`src/design/bcl_pkg.sv`:
```
// Summary of operation
// - Baud select pins read at bits 22:20
// - Baud code doubles rate, 300 up to 38400
// - Processor role bits 19:18 always read 00
// - Boot diag pins read at bits 17:16
// - Boot diag code selects power-up mode
// - Storage bus id jumpers read at 15:13
// - LED register holds four read/write bits
// - Stored zero lights LED, one turns off
// - Power-up, or power-ok loss unless inhibited, clears LEDs
// - LED bits 31:4 read zero
package bcl_pkg;
    localparam int ADDR_W = 32;
    localparam int DATA_W = 32;
    localparam int LED_W = 4;

    localparam logic [ADDR_W-1:0] DIAG_LED_CONTROL_ADDR = 32'h20140020;
    localparam logic [ADDR_W-1:0] BOOT_CONFIG_STATUS_ADDR = 32'h20084004;
    localparam logic [ADDR_W-1:0] SYSTEM_CONFIG_ADDR = 32'h20140030;

    localparam int BAUD_LSB = 20;
    localparam int ROLE_LSB = 18;
    localparam int BOOT_DIAG_LSB = 16;
    localparam int STORAGE_ID_LSB = 13;
    localparam int UNUSED_W = 12;
    localparam int SCR_LAMP_INHIBIT_BIT = 7;

    localparam logic [1:0] ROLE_ARBITER = 2'h0;
    localparam logic [LED_W-1:0] LED_RESET = 4'h0;
    localparam logic [DATA_W-1:0] UNMAPPED_READ = 32'h0;

    typedef enum logic [1:0] {
        BCL_MODE_RUN = 2'h0,
        BCL_MODE_LANG_INQUIRY = 2'h1,
        BCL_MODE_TEST = 2'h2,
        BCL_MODE_MANUFACTURING = 2'h3
    } bcl_boot_mode_t;

    typedef struct packed {
        logic [2:0] baud_select_pins;
        bcl_boot_mode_t boot_diag_code;
        logic [2:0] storage_bus_id;
    } bcl_strap_t;
endpackage : bcl_pkg

```
`src/design/bcl_regs.sv`:
```
module bcl_regs #(
    parameter int ADDR_WIDTH = bcl_pkg::ADDR_W,
    parameter int DATA_WIDTH = bcl_pkg::DATA_W,
    parameter int LED_WIDTH = bcl_pkg::LED_W,
    parameter int LANE_WIDTH = 8
) (
    input wire logic core_clk,
    input wire logic rst,

    input wire logic [bcl_pkg::ADDR_W-1:0] address,
    input wire logic read,
    input wire logic write,
    input wire logic [bcl_pkg::DATA_W-1:0] writedata,
    input wire logic [3:0] byteenable,
    output logic [bcl_pkg::DATA_W-1:0] readdata,
    output logic waitrequest,

    input wire bcl_pkg::bcl_strap_t straps,
    input wire logic dc_power_ok,
    output logic [bcl_pkg::LED_W-1:0] led_display_bits_n
);
    import bcl_pkg::*;

    // Field widths follow from the bit positions of the config word
    localparam int ROLE_W = BAUD_LSB - ROLE_LSB;
    localparam int BOOT_DIAG_W = ROLE_LSB - BOOT_DIAG_LSB;
    localparam int STORAGE_ID_W = BOOT_DIAG_LSB - STORAGE_ID_LSB;
    localparam int BAUD_W = $bits(bcl_strap_t) - BOOT_DIAG_W - STORAGE_ID_W;
    localparam int CFG_TOP_W = DATA_WIDTH - BAUD_LSB - BAUD_W;
    localparam int GAP_W = STORAGE_ID_LSB - UNUSED_W;
    localparam int LED_PAD_W = DATA_WIDTH - LED_WIDTH;
    localparam int SCR_HIGH_W = DATA_WIDTH - SCR_LAMP_INHIBIT_BIT - 1;
    localparam int LANE_PAD_W = LANE_WIDTH - LED_WIDTH;

    // Register layout is fixed at the bus width
    if (DATA_WIDTH != DATA_W) begin : gen_bad_data_width
        $error("bcl_regs: DATA_WIDTH must equal the register width");
    end

    // Address compare needs the full byte address
    if (ADDR_WIDTH != ADDR_W) begin : gen_bad_addr_width
        $error("bcl_regs: ADDR_WIDTH must equal the bus address width");
    end

    // The display port is sized by the package
    if (LED_WIDTH != LED_W) begin : gen_bad_led_width
        $error("bcl_regs: LED_WIDTH must equal the display width");
    end

    // Byte enables select eight-bit lanes
    if (LANE_WIDTH != 8) begin : gen_bad_lane_width
        $error("bcl_regs: LANE_WIDTH must be 8");
    end

    // All display bits sit inside lane 0
    if (LED_WIDTH < 1 || LED_WIDTH >= LANE_WIDTH) begin : gen_bad_led_range
        $error("bcl_regs: LED_WIDTH must be from 1 to LANE_WIDTH-1");
    end

    // The inhibit bit is written through lane 0
    if (SCR_LAMP_INHIBIT_BIT >= LANE_WIDTH) begin : gen_bad_scr_bit
        $error("bcl_regs: lamp inhibit bit must lie in lane 0");
    end

    // Every config field needs at least one bit
    if (ROLE_W < 1 || BOOT_DIAG_W < 1 || STORAGE_ID_W < 1 || BAUD_W < 1) begin : gen_bad_fields
        $error("bcl_regs: config field positions out of order");
    end

    // Role constant must fill its field
    if ($bits(ROLE_ARBITER) != ROLE_W) begin : gen_bad_role_width
        $error("bcl_regs: role code width does not match its field");
    end

    // Boot mode type must fill its field
    if ($bits(bcl_boot_mode_t) != BOOT_DIAG_W) begin : gen_bad_diag_width
        $error("bcl_regs: boot mode width does not match its field");
    end

    // Zero filler above the baud field and below the storage id
    if (CFG_TOP_W < 1 || GAP_W < 1) begin : gen_bad_filler
        $error("bcl_regs: config filler fields must not be empty");
    end

    // Low filler of ones must exist
    if (UNUSED_W < 1) begin : gen_bad_unused
        $error("bcl_regs: unused field must not be empty");
    end

    // Zero filler above the inhibit bit must exist
    if (SCR_HIGH_W < 1) begin : gen_bad_scr_high
        $error("bcl_regs: lamp inhibit bit must lie below the top bit");
    end

    // Fields must tile the word exactly
    if (CFG_TOP_W + BAUD_W + ROLE_W + BOOT_DIAG_W + STORAGE_ID_W + GAP_W + UNUSED_W
        != DATA_WIDTH) begin : gen_bad_tiling
        $error("bcl_regs: config fields do not cover the word");
    end

    // Only the arbiter role can be reported
    if (ROLE_ARBITER != 2'h0) begin : gen_bad_role_value
        $error("bcl_regs: role code must read as zero");
    end

    // Reset pattern must match the display
    if ($bits(LED_RESET) != LED_WIDTH) begin : gen_bad_led_reset
        $error("bcl_regs: LED reset width does not match the display");
    end

    // Unmapped read value must match the bus
    if ($bits(UNMAPPED_READ) != DATA_WIDTH) begin : gen_bad_unmapped
        $error("bcl_regs: unmapped read width does not match the bus");
    end

    // Registers are decoded as whole words
    if (DIAG_LED_CONTROL_ADDR[1:0] != 2'h0) begin : gen_bad_led_align
        $error("bcl_regs: LED register address must be word aligned");
    end

    // Registers are decoded as whole words
    if (BOOT_CONFIG_STATUS_ADDR[1:0] != 2'h0) begin : gen_bad_cfg_align
        $error("bcl_regs: config register address must be word aligned");
    end

    // Registers are decoded as whole words
    if (SYSTEM_CONFIG_ADDR[1:0] != 2'h0) begin : gen_bad_scr_align
        $error("bcl_regs: system config address must be word aligned");
    end

    // Overlapping decodes would hide a register
    if (DIAG_LED_CONTROL_ADDR == BOOT_CONFIG_STATUS_ADDR) begin : gen_bad_led_cfg
        $error("bcl_regs: LED and config registers share an address");
    end

    // Overlapping decodes would hide a register
    if (DIAG_LED_CONTROL_ADDR == SYSTEM_CONFIG_ADDR) begin : gen_bad_led_scr
        $error("bcl_regs: LED and system config registers share an address");
    end

    // Overlapping decodes would hide a register
    if (BOOT_CONFIG_STATUS_ADDR == SYSTEM_CONFIG_ADDR) begin : gen_bad_cfg_scr
        $error("bcl_regs: config and system config registers share an address");
    end

    // Bus handshake: one wait cycle, then the answer cycle
    typedef enum {
        BCL_BUS_IDLE,
        BCL_BUS_ANSWER
    } bcl_bus_state_t;

    bcl_bus_state_t bus_state_r;
    bcl_bus_state_t bus_state_nxt;
    logic waitrequest_r;
    logic waitrequest_nxt;
    logic [DATA_WIDTH-1:0] readdata_r;
    logic [DATA_WIDTH-1:0] readdata_nxt;
    logic [LED_WIDTH-1:0] led_r;
    logic [LED_WIDTH-1:0] led_nxt;
    logic scr_r;
    logic scr_nxt;
    logic dc_power_ok_prev_r;
    logic [BAUD_W-1:0] baud_r;
    bcl_boot_mode_t boot_diag_r;
    logic [STORAGE_ID_W-1:0] storage_id_r;

    // Address compare shared by all register decodes
    function automatic logic reg_hit(
        input logic [ADDR_WIDTH-1:0] addr,
        input logic [ADDR_WIDTH-1:0] base
    );
        return addr == base;
    endfunction : reg_hit

    // A lane is replaced only when its byte enable is set
    function automatic logic [LANE_WIDTH-1:0] lane_merge(
        input logic [LANE_WIDTH-1:0] old_lane,
        input logic [LANE_WIDTH-1:0] new_lane,
        input logic lane_en
    );
        return lane_en ? new_lane : old_lane;
    endfunction : lane_merge

    // Baud code passes through; it doubles the rate from 300 to 38400
    function automatic logic [DATA_WIDTH-1:0] compose_cfg(
        input logic [BAUD_W-1:0] baud,
        input bcl_boot_mode_t diag,
        input logic [STORAGE_ID_W-1:0] id
    );
        return {
            {CFG_TOP_W{1'b0}},
            baud,
            ROLE_ARBITER,
            diag,
            id,
            {GAP_W{1'b0}},
            {UNUSED_W{1'b1}}
        };
    endfunction : compose_cfg

    // Request decode
    wire in_idle = bus_state_r == BCL_BUS_IDLE;
    wire in_answer = bus_state_r == BCL_BUS_ANSWER;
    wire req = read | write;
    wire take = req & in_idle;
    wire done = req & in_answer;
    wire wr_done = done & write;

    wire hit_led = reg_hit(address, DIAG_LED_CONTROL_ADDR);
    wire hit_cfg = reg_hit(address, BOOT_CONFIG_STATUS_ADDR);
    wire hit_scr = reg_hit(address, SYSTEM_CONFIG_ADDR);
    wire lane0_en = byteenable[0];
    wire [LANE_WIDTH-1:0] wr_lane = writedata[LANE_WIDTH-1:0];
    wire led_wr = wr_done & hit_led;
    wire scr_wr = wr_done & hit_scr;

    // Falling edge of power-ok clears the display unless inhibited
    wire dc_power_ok_fell = dc_power_ok_prev_r & ~dc_power_ok;
    wire lamp_test = dc_power_ok_fell & ~scr_r;

    wire [DATA_WIDTH-1:0] cfg_word = compose_cfg(baud_r, boot_diag_r, storage_id_r);
    wire [DATA_WIDTH-1:0] led_word = {
        {LED_PAD_W{1'b0}},
        led_r
    };
    wire [DATA_WIDTH-1:0] scr_word = {
        {SCR_HIGH_W{1'b0}},
        scr_r,
        {SCR_LAMP_INHIBIT_BIT{1'b0}}
    };
    // Unmapped addresses read as zero
    wire [DATA_WIDTH-1:0] rd_sel =
        hit_led ? led_word :
        hit_cfg ? cfg_word :
        hit_scr ? scr_word :
        UNMAPPED_READ;

    // Writes use lane 0 only; config writes reach no register
    wire [LANE_WIDTH-1:0] led_lane_old = {{LANE_PAD_W{1'b0}}, led_r};
    wire [LANE_WIDTH-1:0] led_lane_new = lane_merge(
        led_lane_old,
        wr_lane,
        led_wr & lane0_en
    );
    wire [LANE_WIDTH-1:0] scr_lane_old = {LANE_WIDTH{scr_r}};
    wire [LANE_WIDTH-1:0] scr_lane_new = lane_merge(
        scr_lane_old,
        wr_lane,
        scr_wr & lane0_en
    );

    // Lamp test wins over a write in the same cycle
    assign led_nxt = lamp_test ? LED_RESET : led_lane_new[LED_WIDTH-1:0];
    assign scr_nxt = scr_lane_new[SCR_LAMP_INHIBIT_BIT];
    assign readdata_nxt = take ? rd_sel : readdata_r;
    assign waitrequest_nxt = bus_state_nxt != BCL_BUS_ANSWER;

    // Every request gets exactly one wait cycle
    always_comb begin
        bus_state_nxt = bus_state_r;
        case (bus_state_r)
            BCL_BUS_IDLE: begin
                if (req) begin
                    bus_state_nxt = BCL_BUS_ANSWER;
                end
            end
            BCL_BUS_ANSWER: begin
                bus_state_nxt = BCL_BUS_IDLE;
            end
            default: begin
                bus_state_nxt = BCL_BUS_IDLE;
            end
        endcase
    end

    always_ff @(posedge core_clk) begin
        if (rst) begin
            bus_state_r <= BCL_BUS_IDLE;
        end else begin
            bus_state_r <= bus_state_nxt;
        end
    end

    always_ff @(posedge core_clk) begin
        if (rst) begin
            waitrequest_r <= 1'b1;
        end else begin
            waitrequest_r <= waitrequest_nxt;
        end
    end

    always_ff @(posedge core_clk) begin
        if (rst) begin
            readdata_r <= UNMAPPED_READ;
        end else begin
            readdata_r <= readdata_nxt;
        end
    end

    always_ff @(posedge core_clk) begin
        if (rst) begin
            scr_r <= 1'b0;
        end else begin
            scr_r <= scr_nxt;
        end
    end

    // Reset value high so release gives no false falling edge
    always_ff @(posedge core_clk) begin
        if (rst) begin
            dc_power_ok_prev_r <= 1'b1;
        end else begin
            dc_power_ok_prev_r <= dc_power_ok;
        end
    end

    // Power-up lights every LED
    always_ff @(posedge core_clk) begin
        if (rst) begin
            led_r <= LED_RESET;
        end else begin
            led_r <= led_nxt;
        end
    end

    // Straps are sampled every cycle; writes never reach them
    always_ff @(posedge core_clk) begin
        baud_r <= straps.baud_select_pins;
    end

    always_ff @(posedge core_clk) begin
        boot_diag_r <= straps.boot_diag_code;
    end

    always_ff @(posedge core_clk) begin
        storage_id_r <= straps.storage_bus_id;
    end

    assign readdata = readdata_r;
    assign waitrequest = waitrequest_r;
    // Stored bit drives its pin directly, so a zero lights the LED
    assign led_display_bits_n = led_r;
endmodule : bcl_regs

```
`config.mk`:
```
export PLATFORM = sky130hd
export DESIGN_NAME = bcl_regs
export DESIGN_NICKNAME = d
export VERILOG_FILES = /design/src/design/bcl_pkg.sv /design/src/design/bcl_regs.sv
export SDC_FILE = /design/constraint.sdc
export NUM_CORES = 1
export LEC_CHECK = 0
export BUFFER_PORTS_ARGS = -buffer_cell sky130_fd_sc_hd__buf_2
export CORE_UTILIZATION = 45
export CTS_CLUSTER_SIZE = 28
export DETAILED_ROUTE_END_ITERATION = 8
export PLACE_DENSITY_LB_ADDON = 0.15
export SYNTH_ARGS = -nofsm -noshare
export SYNTH_HDL_FRONTEND = slang
export SYNTH_SLANG_ARGS = --single-unit
export TNS_END_PERCENT = 20
```
`constraint.sdc`:
```
create_clock -name core_clk -period 2.5 [get_ports core_clk]
set_clock_uncertainty 0.15 [all_clocks]
set_input_delay 0 -clock core_clk [delete_from_list [all_inputs] [get_ports core_clk]]
set_output_delay 0 -clock core_clk [all_outputs]
set_load 0.005 [all_outputs]
```
==> results of run 1 <==
-- layout make-up --
| class | instances | area [um2] | area share, % |
|---|---|---|---|
| clock inverters | 2 | 10.0 | 0.349 |
| multi-input cells | 136 | 786 | 27.4 |
| flip-flops and latches | 61 | 1220 | 42.5 |
| well taps | 52 | 65.1 | 2.27 |
| clock buffers | 12 | 155 | 5.40 |
| repair buffers | 101 | 623 | 21.7 |
| inverters | 3 | 11.3 | 0.392 |
-- synthesized netlist by cell type, types with 2 or more instances --
| cell | count | share of area [%] |
|---|---|---|
| nor2_1 | 8 | 1.5 |
| nor3_1 | 4 | 0.99 |
| a31oi_1 | 2 | 0.62 |
| nand3_1 | 15 | 3.7 |
| inv_1 | 3 | 0.56 |
| nor4_1 | 8 | 2.5 |
| dfxtp_1 | 61 | 60 |
| o21ai_0 | 4 | 0.99 |
| nor4bb_1 | 2 | 0.99 |
| nor4_2 | 4 | 2.5 |
| clkbuf_1 | 2 | 0.37 |
| nand2b_1 | 10 | 3.1 |
| buf_6 | 2 | 1.1 |
| buf_2 | 2 | 0.50 |
| a211oi_2 | 4 | 2.5 |
| buf_4 | 18 | 6.7 |
| nand4_1 | 2 | 0.62 |
| a21oi_1 | 17 | 4.2 |
-- stage by stage --
step / area, um2 / power [mW] / utilization [%] / hold slack (ns) / setup slack (ns)
after floorplan: 2180 / 1.07 / - / -0.122 / 0.766
after global placement: 2480 / 1.10 / 57.3 / -0.0476 / 0.562
after detailed placement: 2480 / 1.11 / 57.3 / -0.0459 / 0.533
after CTS: 2850 / 1.86 / 65.9 / 0.0424 / 0.102
after global routing: 2870 / 1.91 / 66.4 / 0.0935 / 0.00572
final: 2870 / 1.83 / 66.4 / 0.0557 / 0.191
-- per-layer routing --
| layer | GRT usage, % | routed length, um | up-vias |
|---|---|---|---|
| met1 | 20.4 | 1610 | 733 |
| met4 | 11.6 | 70 | 0 |
| li1 | - | - | 845 |
| met5 | 0 | 0 | - |
| met2 | 30.3 | 2010 | 59 |
| met3 | 5.85 | 236 | 6 |
-- worst min-delay path: cells and delay by family --
kind / cells / cell delay [ns]
compound gates: 2 / 0.23
simple gates: 2 / 0.14
buf+inv: 1 / 0.11
-- layout by cell type (no fill, tap or decap), types with 3 or more instances in the layout --
master	netlist	layout
a211oi_2	4	4
a21oi_1	17	17
buf_2	2	75
buf_4	18	5
clkbuf_8	0	11
conb_1	1	43
dfxtp_1	61	61
dlygate4sd3_1	0	21
inv_1	3	3
nand2b_1	10	10
nand3_1	15	15
nor2_1	8	8
nor3_1	4	3
nor4_1	8	8
nor4_2	4	3
o21ai_0	4	4
-- power breakdown --
group | switching [mW] | total [mW] | internal [mW]
Clock | 0.329 | 0.728 | 0.399
Combinational | 0.0367 | 0.0884 | 0.0517
Sequential | 0.00865 | 1.02 | 1.01
Total | 0.374 | 1.83 | 1.46
-- registers in the layout, summed over array words and instances (netlist names) --
signal	cells
baud_r	3
boot_diag_r	2
bus_state_r	32
dc_power_ok_prev_r	1
led_display_bits_n	4
readdata	14
scr_r	1
storage_id_r	3
waitrequest	1
-- logic make-up after synthesis --
family / Yosys count
simple gates: 63
compound gates: 30
other cells: 1
flops: 61
buf+inv: 27
-- repair_timing --
item                                    CTS  global route
buffers inserted                          0             2
endpoints found under the setup margin    0             3
hold buffers                             21             0
gates resized for setup                   0             1
endpoints found under the hold margin    28             0
-- final timing paths --
path | from | endpoint | slack (ns) | depth (start not counted)
worst max-delay path | bus_state_r[22] | scr_r | 0.19 | 7
worst max register to register | bus_state_r[22] | scr_r | 0.19 | 7
worst min-delay path | address[14] | readdata[1] | 0.06 | 5
worst min register to register | boot_diag_r[1] | readdata[17] | 0.31 | 2
==> out/metrics.cfg, run 1 <==
[sta]
tns_ns=0
worst_slew_pin_slew_ns=0.491
hold_viol_final=0
max_slew_margin_pct=67.0
rsz0062_at_grt=false
finalCriticalPeriod_ns=2.31
setup_violations=0
slew_viol_final=0
fmax_mhz=433
fin_crit_sh_pct=92.4

[yosys]
synth-adder-area-share_pct=0
synth_flop_cell=dfxtp_1
netlist_area_um2=2020
async_flop_share_pct=0
avgSynthCellArea_um2=11.1
seq_area_frac_synth_pct=60.4
synth_cell_types=32
synth_xor_area_share_pct=0
muxShareOfSynthArea_pct=0
synthSimpleGateAreaFrac_pct=20.6
synth_compound_area_share_pct=9.59
synth_top_family_by_area=simple AND/OR/NAND/NOR gates
ys_warn_count=0
syn-instance-count=182
synth_edf_count=0
synth-seq-cells=61

[placement]
io_buffers=75
place.gp.congestion=0.689
hpwlAfterDp_um=2670
place_inst=330

[cts]
cts.sinks=61
clock_latency_ns=0.32
cts_buffers=9
cts_root_buffer=clkbuf_8
htreeDepth=3
path_clk_slew_ns=0.06
cts_max_path_buffers=2
cts_tree=built

[critical_path]
path_cells=nor4_1 -> nand4_1 -> nor3_2 -> buf_4 -> a31oi_1 -> o21ba_2 -> dlygate4sd3_1
end_kind=flop
start_kind=flop
crit_fanout=6
critical-path-top-delay-family=simple AND/OR/NAND/NOR gates
cp_data_arrival_time_ns=2.37
cp_num_buf_inv=2
cpPeakStageDelay_ns=0.54
cp_data_required_time_ns=2.56
crit_path_top_delay_cell=dlygate4sd3_1
crit_type=flop to flop

[floorplan]
core_um2=4320
die_y_um=69.0
die_w_um=69.0
rows=24
pin_count=118
die_area_um2=4770
initial_utilization_pct=46.8

[worst_hold_path]
hold_path.class=primary input to flop

[global_routing]
grt_pass1_vias=1614
grt-ovfl-total=0
grt.total_usage_pct=18.4
grt_first_pass_wirelength_um=6780
grt_start_max_net_pins=30
antenna_found_initial=0

[finish]
fill_cells=355
diodes=0
drive_gt1_share_pct=34.6
syn2layout_area_growth_pct=42.0
nets=393
fin_cells=367

[power_and_ir_drop]
powerDensity_nw_per_um2=638
ir_drop_v=0.000658
leakagePower_nw=1.28

[drt]
drc=0
routed_wl_um=3930
viasPerCell=4.48
drtIter0Drc=65
postRouteAntennaNets=0
firstDrtPassIters=6
avgRoutedWirePerCell_um=10.7
via_count=1643

[run]
maxCapViolCount=0

[run_status]
status=finished clean

No activity file was read; power rests on OpenSTA's default activity.
==> run 2: changes to the inputs <==
--- a/config.mk
+++ b/config.mk
@@ -7,6 +7,7 @@
 export LEC_CHECK = 0
 export BUFFER_PORTS_ARGS = -buffer_cell sky130_fd_sc_hd__buf_2
 export CORE_UTILIZATION = 45
+export CTS_BUF_LIST = sky130_fd_sc_hd__clkbuf_2 sky130_fd_sc_hd__clkbuf_4 sky130_fd_sc_hd__clkbuf_8
 export CTS_CLUSTER_SIZE = 28
 export DETAILED_ROUTE_END_ITERATION = 8
 export PLACE_DENSITY_LB_ADDON = 0.15
==> out/metrics.cfg, run 2 (synthesis gave the netlist of run 1 again) <==
[sta]
slew_viol_final=0  ; unchanged
setup_ws_ns=0.190  ; -0.000749 ns
tns_ns=0  ; unchanged
rsz0062_at_grt=false
whs_ns=0.0558  ; +0.0000262 ns
hold_viol_final=0  ; unchanged
setup_violations=0  ; unchanged
worst_slew_pin_slew_ns=0.491  ; +0.000372 ns
fin_crit_sh_pct=92.4  ; about the same
fmax_mhz=433  ; about the same
finalCriticalPeriod_ns=2.31  ; +0.000749 ns
max_slew_margin_pct=67.0  ; about the same

[critical_path]
cp_num_buf_inv=2  ; unchanged
reg2reg_depth=7  ; unchanged
cpPeakStageDelay_ns=0.54  ; about the same
critical-path-top-delay-family=simple AND/OR/NAND/NOR gates
cp_data_required_time_ns=2.56  ; about the same
cp_data_arrival_time_ns=2.37  ; about the same
crit_fanout=6  ; unchanged
crit_type=flop to flop
path_depth=7  ; unchanged
end_kind=flop
crit_path_top_delay_cell=dlygate4sd3_1
start_kind=flop
path_cells=nor4_1 -> nand4_1 -> nor3_2 -> buf_4 -> a31oi_1 -> o21ba_2 -> dlygate4sd3_1

[floorplan]
die_area_um2=4770  ; unchanged
initial_utilization_pct=46.8  ; unchanged
core_um2=4320  ; unchanged
die_y_um=69.0  ; unchanged
rows=24  ; unchanged
die_w_um=69.0  ; unchanged
pin_count=118  ; unchanged

[drt]
routed_wl_um=3930  ; about the same
avgRoutedWirePerCell_um=10.7  ; about the same
via_count=1641  ; -0.12%
drtIter0Drc=80  ; +23%
drc=0  ; unchanged
postRouteAntennaNets=0  ; unchanged
firstDrtPassIters=4  ; -2
viasPerCell=4.47  ; -0.12%

[cts]
cts.sinks=61  ; unchanged
htreeDepth=3  ; unchanged
cts_max_path_buffers=2  ; unchanged
clock_latency_ns=0.32  ; about the same
cts_buffers=9  ; unchanged
path_clk_slew_ns=0.06  ; about the same
cts_root_buffer=clkbuf_8
cts_tree=built

[global_routing]
grt.total_usage_pct=18.5  ; +0.094 points
antenna_found_initial=0  ; unchanged
grt_pass1_vias=1614  ; unchanged
grt_first_pass_wirelength_um=6820  ; +0.72%
grt-ovfl-total=0  ; unchanged
grt_start_max_net_pins=30  ; unchanged

[finish]
nets=393  ; unchanged
final_cell_mix=75 x buf_2, 61 x dfxtp_1, 43 x conb_1, 21 x dlygate4sd3_1, 17 x a21oi_1
drive_gt1_share_pct=34.9  ; +0.32 points
final_common_cell=buf_2
diodes=0  ; unchanged
largest_register_ffs=32  ; unchanged
max_flop_register=bus_state_r
syn2layout_area_growth_pct=42.2

[run_status]
status=finished clean

[worst_hold_path]
hold_path.class=primary input to flop
min_path_cells=5  ; unchanged

[run]
maxCapViolCount=0  ; unchanged

[placement]
place.gp.congestion=0.689  ; unchanged
hpwlAfterDp_um=2670  ; unchanged
dp_slack_ns=0.533  ; unchanged
io_buffers=75  ; unchanged

[power_and_ir_drop]
powerDensity_nw_per_um2=642  ; +0.65%
ir_drop_v=0.000660  ; +0.35%
leakagePower_nw=1.29  ; +0.27%

-- run 2: final timing paths --
path | from | slack, ns | to
setup / recovery | bus_state_r[22] | 0.19 | scr_r
hold / removal | address[14] | 0.06 | readdata[1]
setup reg to reg | bus_state_r[22] | 0.19 | scr_r
hold reg to reg | boot_diag_r[1] | 0.31 | readdata[17]
-- run 2: stage by stage --
| stage | instances | util (%) | power [mW] | instance area (um2) |
|---|---|---|---|---|
| 5_1_grt | 367 | 66.5 | 1.92 | 2880 |
| 4_1_cts | 365 | 66.0 | 1.87 | 2860 |
| 2_1_floorplan | 224 | - | 1.07 | 2180 |
| 3_5_place_dp | 330 | 57.3 | 1.11 | 2480 |
| 3_3_place_gp | 330 | 57.3 | 1.10 | 2480 |
| 6_report | 367 | 66.5 | 1.85 | 2880 |
-- run 2: report_power, final --
part	switching, mW	total, mW	internal (mW)
Combinational	0.0367	0.0884	0.0517
Sequential	0.00862	1.02	1.01
Clock	0.333	0.743	0.410
Total	0.378	1.85	1.47
-- run 2: layout make-up --
cell class | count | area [um2]
clock buffer | 12 | 159
clock inverter | 2 | 10.0
fill | 355 | 1450
inverter | 3 | 11.3
multi-input combinational | 136 | 786
sequential | 61 | 1220
tap | 52 | 65.1
timing repair buffer | 101 | 623
-- run 2: worst register-to-register path: cells and delay by family, from the launching register on --
kind,cells,cell delay [ns]
and+or+nand+nor,3,0.74
buffers and inverters,2,0.70
AOI/OAI and AO/OA,2,0.30
DFF,1,0.30
-- run 2: layer usage --
metal	wire (um)	up-vias	GRT usage, %
met1	1670	733	20.7
met3	236	6	5.85
met5	0	-	0
met4	70	0	11.6
li1	-	843	-
met2	1950	59	30.3
-- run 2: what timing repair did --
action	in CTS	in global routing
setup buffers	0	2
hold buffers	21	0
endpoints found under the hold margin	28	0
resized for setup	0	1
setup endpoints to repair	0	3
==> run 3: changes to the inputs <==
--- a/config.mk
+++ b/config.mk
@@ -10,7 +10,7 @@
 export CTS_BUF_LIST = sky130_fd_sc_hd__clkbuf_2 sky130_fd_sc_hd__clkbuf_4 sky130_fd_sc_hd__clkbuf_8
 export CTS_CLUSTER_SIZE = 28
 export DETAILED_ROUTE_END_ITERATION = 8
-export PLACE_DENSITY_LB_ADDON = 0.15
+export PLACE_DENSITY = 0.82
 export SYNTH_ARGS = -nofsm -noshare
 export SYNTH_HDL_FRONTEND = slang
 export SYNTH_SLANG_ARGS = --single-unit
==> out/metrics.cfg, run 3 (synthesis gave the netlist of run 1 again) <==
[sta]
setup_violations=0  ; unchanged
fmax_mhz=425  ; -1.7%
fin_crit_sh_pct=94.1  ; +1.6 points
whs_ns=0.106  ; +0.0505 ns
finalCriticalPeriod_ns=2.35  ; +0.0411 ns
tns_ns=0  ; unchanged
rsz0062_at_grt=false
hold_viol_final=0  ; unchanged
slew_viol_final=0  ; unchanged
setup_ws_ns=0.149  ; -0.0411 ns

[critical_path]
reg2reg_depth=7  ; unchanged
r2r-end=scr_r
crit_type=flop to flop
r2r-start=bus_state_r[5]
crit_fanout=6  ; unchanged
cp_data_required_time_ns=2.55  ; about the same
start_kind=flop
r2r_slack_ns=0.15  ; -0.04 ns
cp_data_arrival_time_ns=2.41  ; +0.04 ns
end_kind=flop

[global_routing]
grt_start_max_net_pins=30  ; unchanged
grt_pass1_vias=1571  ; -2.7%
grt_first_pass_wirelength_um=6720  ; -1.5%
met1_usage_pct=19.7  ; -0.96 points
busiest_layer=met2
met2_usage_pct=30.4  ; +0.11 points
grt.total_usage_pct=18.1  ; -0.38 points
gr-usage-met3_pct=5.56  ; -0.29 points
grt-ovfl-total=0  ; unchanged
antenna_found_initial=0  ; unchanged

[worst_hold_path]
hold_end=readdata[11]
hold_start=address[14]
hold_path.class=primary input to flop
min_path_cells=6  ; +1

[finish]
drive_gt1_share_pct=35.0  ; +0.095 points
final_common_cell=buf_2
max_flop_register=bus_state_r
diodes=0  ; unchanged
final_cell_mix=75 x buf_2, 61 x dfxtp_1, 43 x conb_1, 21 x dlygate4sd3_1, 17 x a21oi_1
largest_register_ffs=32  ; unchanged
syn2layout_area_growth_pct=43.5
nets=393  ; unchanged
fill_cells=350  ; -1.4%
final_core_util_pct=67.1  ; +0.61 points

[drt]
postRouteAntennaNets=0  ; unchanged
avgRoutedWirePerCell_um=11.0  ; +2.4%
via_count=1687  ; +2.8%
firstDrtPassIters=4  ; unchanged
drtIter0Drc=74  ; -7.5%
drc=0  ; unchanged
routed_wl_um=4040  ; +3.0%
viasPerCell=4.57  ; +2.2%

[placement]
place.gp.congestion=0.747  ; +8.3%
hpwlAfterDp_um=2720  ; +2.2%
dp_slack_ns=0.532  ; -0.000248 ns
io_buffers=75  ; unchanged

[cts]
path_clk_slew_ns=0.06  ; about the same
cts_buffers=9  ; unchanged
cts_root_buffer=clkbuf_8
cts_tree=built
cts_max_path_buffers=2  ; unchanged
cts.sinks=61  ; unchanged
clock_latency_ns=0.32  ; about the same
htreeDepth=3  ; unchanged

[floorplan]
die_area_um2=4770  ; unchanged
pin_count=118  ; unchanged
core_um2=4320  ; unchanged
rows=24  ; unchanged
die_y_um=69.0  ; unchanged
initial_utilization_pct=46.8  ; unchanged
die_w_um=69.0  ; unchanged

[run]
maxCapViolCount=0  ; unchanged

[power_and_ir_drop]
powerDensity_nw_per_um2=675  ; +5.1%
leakagePower_nw=1.30  ; +0.90%
ir_drop_v=0.000641  ; -2.9%

[run_status]
status=finished clean

[run 3: changes by cell type in the layout (fill, tap and decap cells not counted), sizes merged]
cell / before / now
bufinv: 0 / 1
clkinvlp: 0 / 1
[run 3: layer usage]
| layer | vias to the layer above | wire, um |
|---|---|---|
| li1 | 843 | - |
| met1 | 756 | 1620 |
| met2 | 76 | 2040 |
| met3 | 12 | 270 |
| met4 | 0 | 115 |
| met5 | - | 0 |
[run 3: repair_timing]
item / 4_1_cts / 5_1_grt
gates resized for setup: 0 / 0
buffers inserted: 0 / 2
hold buffers: 21 / 0
endpoints found under the hold margin: 28 / 0
setup endpoints to repair: 0 / 2
[run 3: power breakdown]
| group | leakage [nW] | switching, mW | internal [mW] |
|---|---|---|---|
| clock | 0.103 | 0.346 | 0.506 |
| sequential | 0.507 | 0.00892 | 1.01 |
| combinational | 0.688 | 0.0384 | 0.0517 |
[run 3: final cells by class]
cell class              instances  area, um2  share of cell area [%]
multi-input cells             136        781                    26.9
flip-flops and latches         61       1220                    42.1
inverters                       3       11.3                   0.388
clock inverters                 4       47.5                    1.64
repair buffers                101        623                    21.5
well taps                      52       65.1                    2.24
clock buffers                  12        153                    5.26
[run 3: worst max-delay path, cell delays in order, from the launching register on]
cell and delay [ns]:
dfxtp_1 0.30, nor4_1 0.32, nand4_1 0.19, nor3_1 0.24
buf_4 0.17, a31oi_1 0.08, o21ba_2 0.22, dlygate4sd3_1 0.56
[run 3: worst max path at each step]
stage / startpoint / cells past startpoint / end / slack [ns]
after CTS: bus_state_r[5] / 7 / scr_r / 0.12
after global routing: bus_state_r[13] / 7 / scr_r / 0.01
final: bus_state_r[5] / 7 / scr_r / 0.15
after global placement: bus_state_r[13] / 6 / readdata[2] / 0.59
after floorplan: bus_state_r[13] / 5 / scr_r / 0.77
after detailed placement: bus_state_r[13] / 6 / readdata[7] / 0.53
[run 3: stage by stage]
stage / total power, mW / area, um2 / cells
floorplan: 1.07 / 2180 / 224
global placement: 1.10 / 2480 / 330
detailed placement: 1.11 / 2480 / 330
CTS: 1.97 / 2890 / 367
global route: 2.04 / 2900 / 369
finish: 1.96 / 2900 / 369
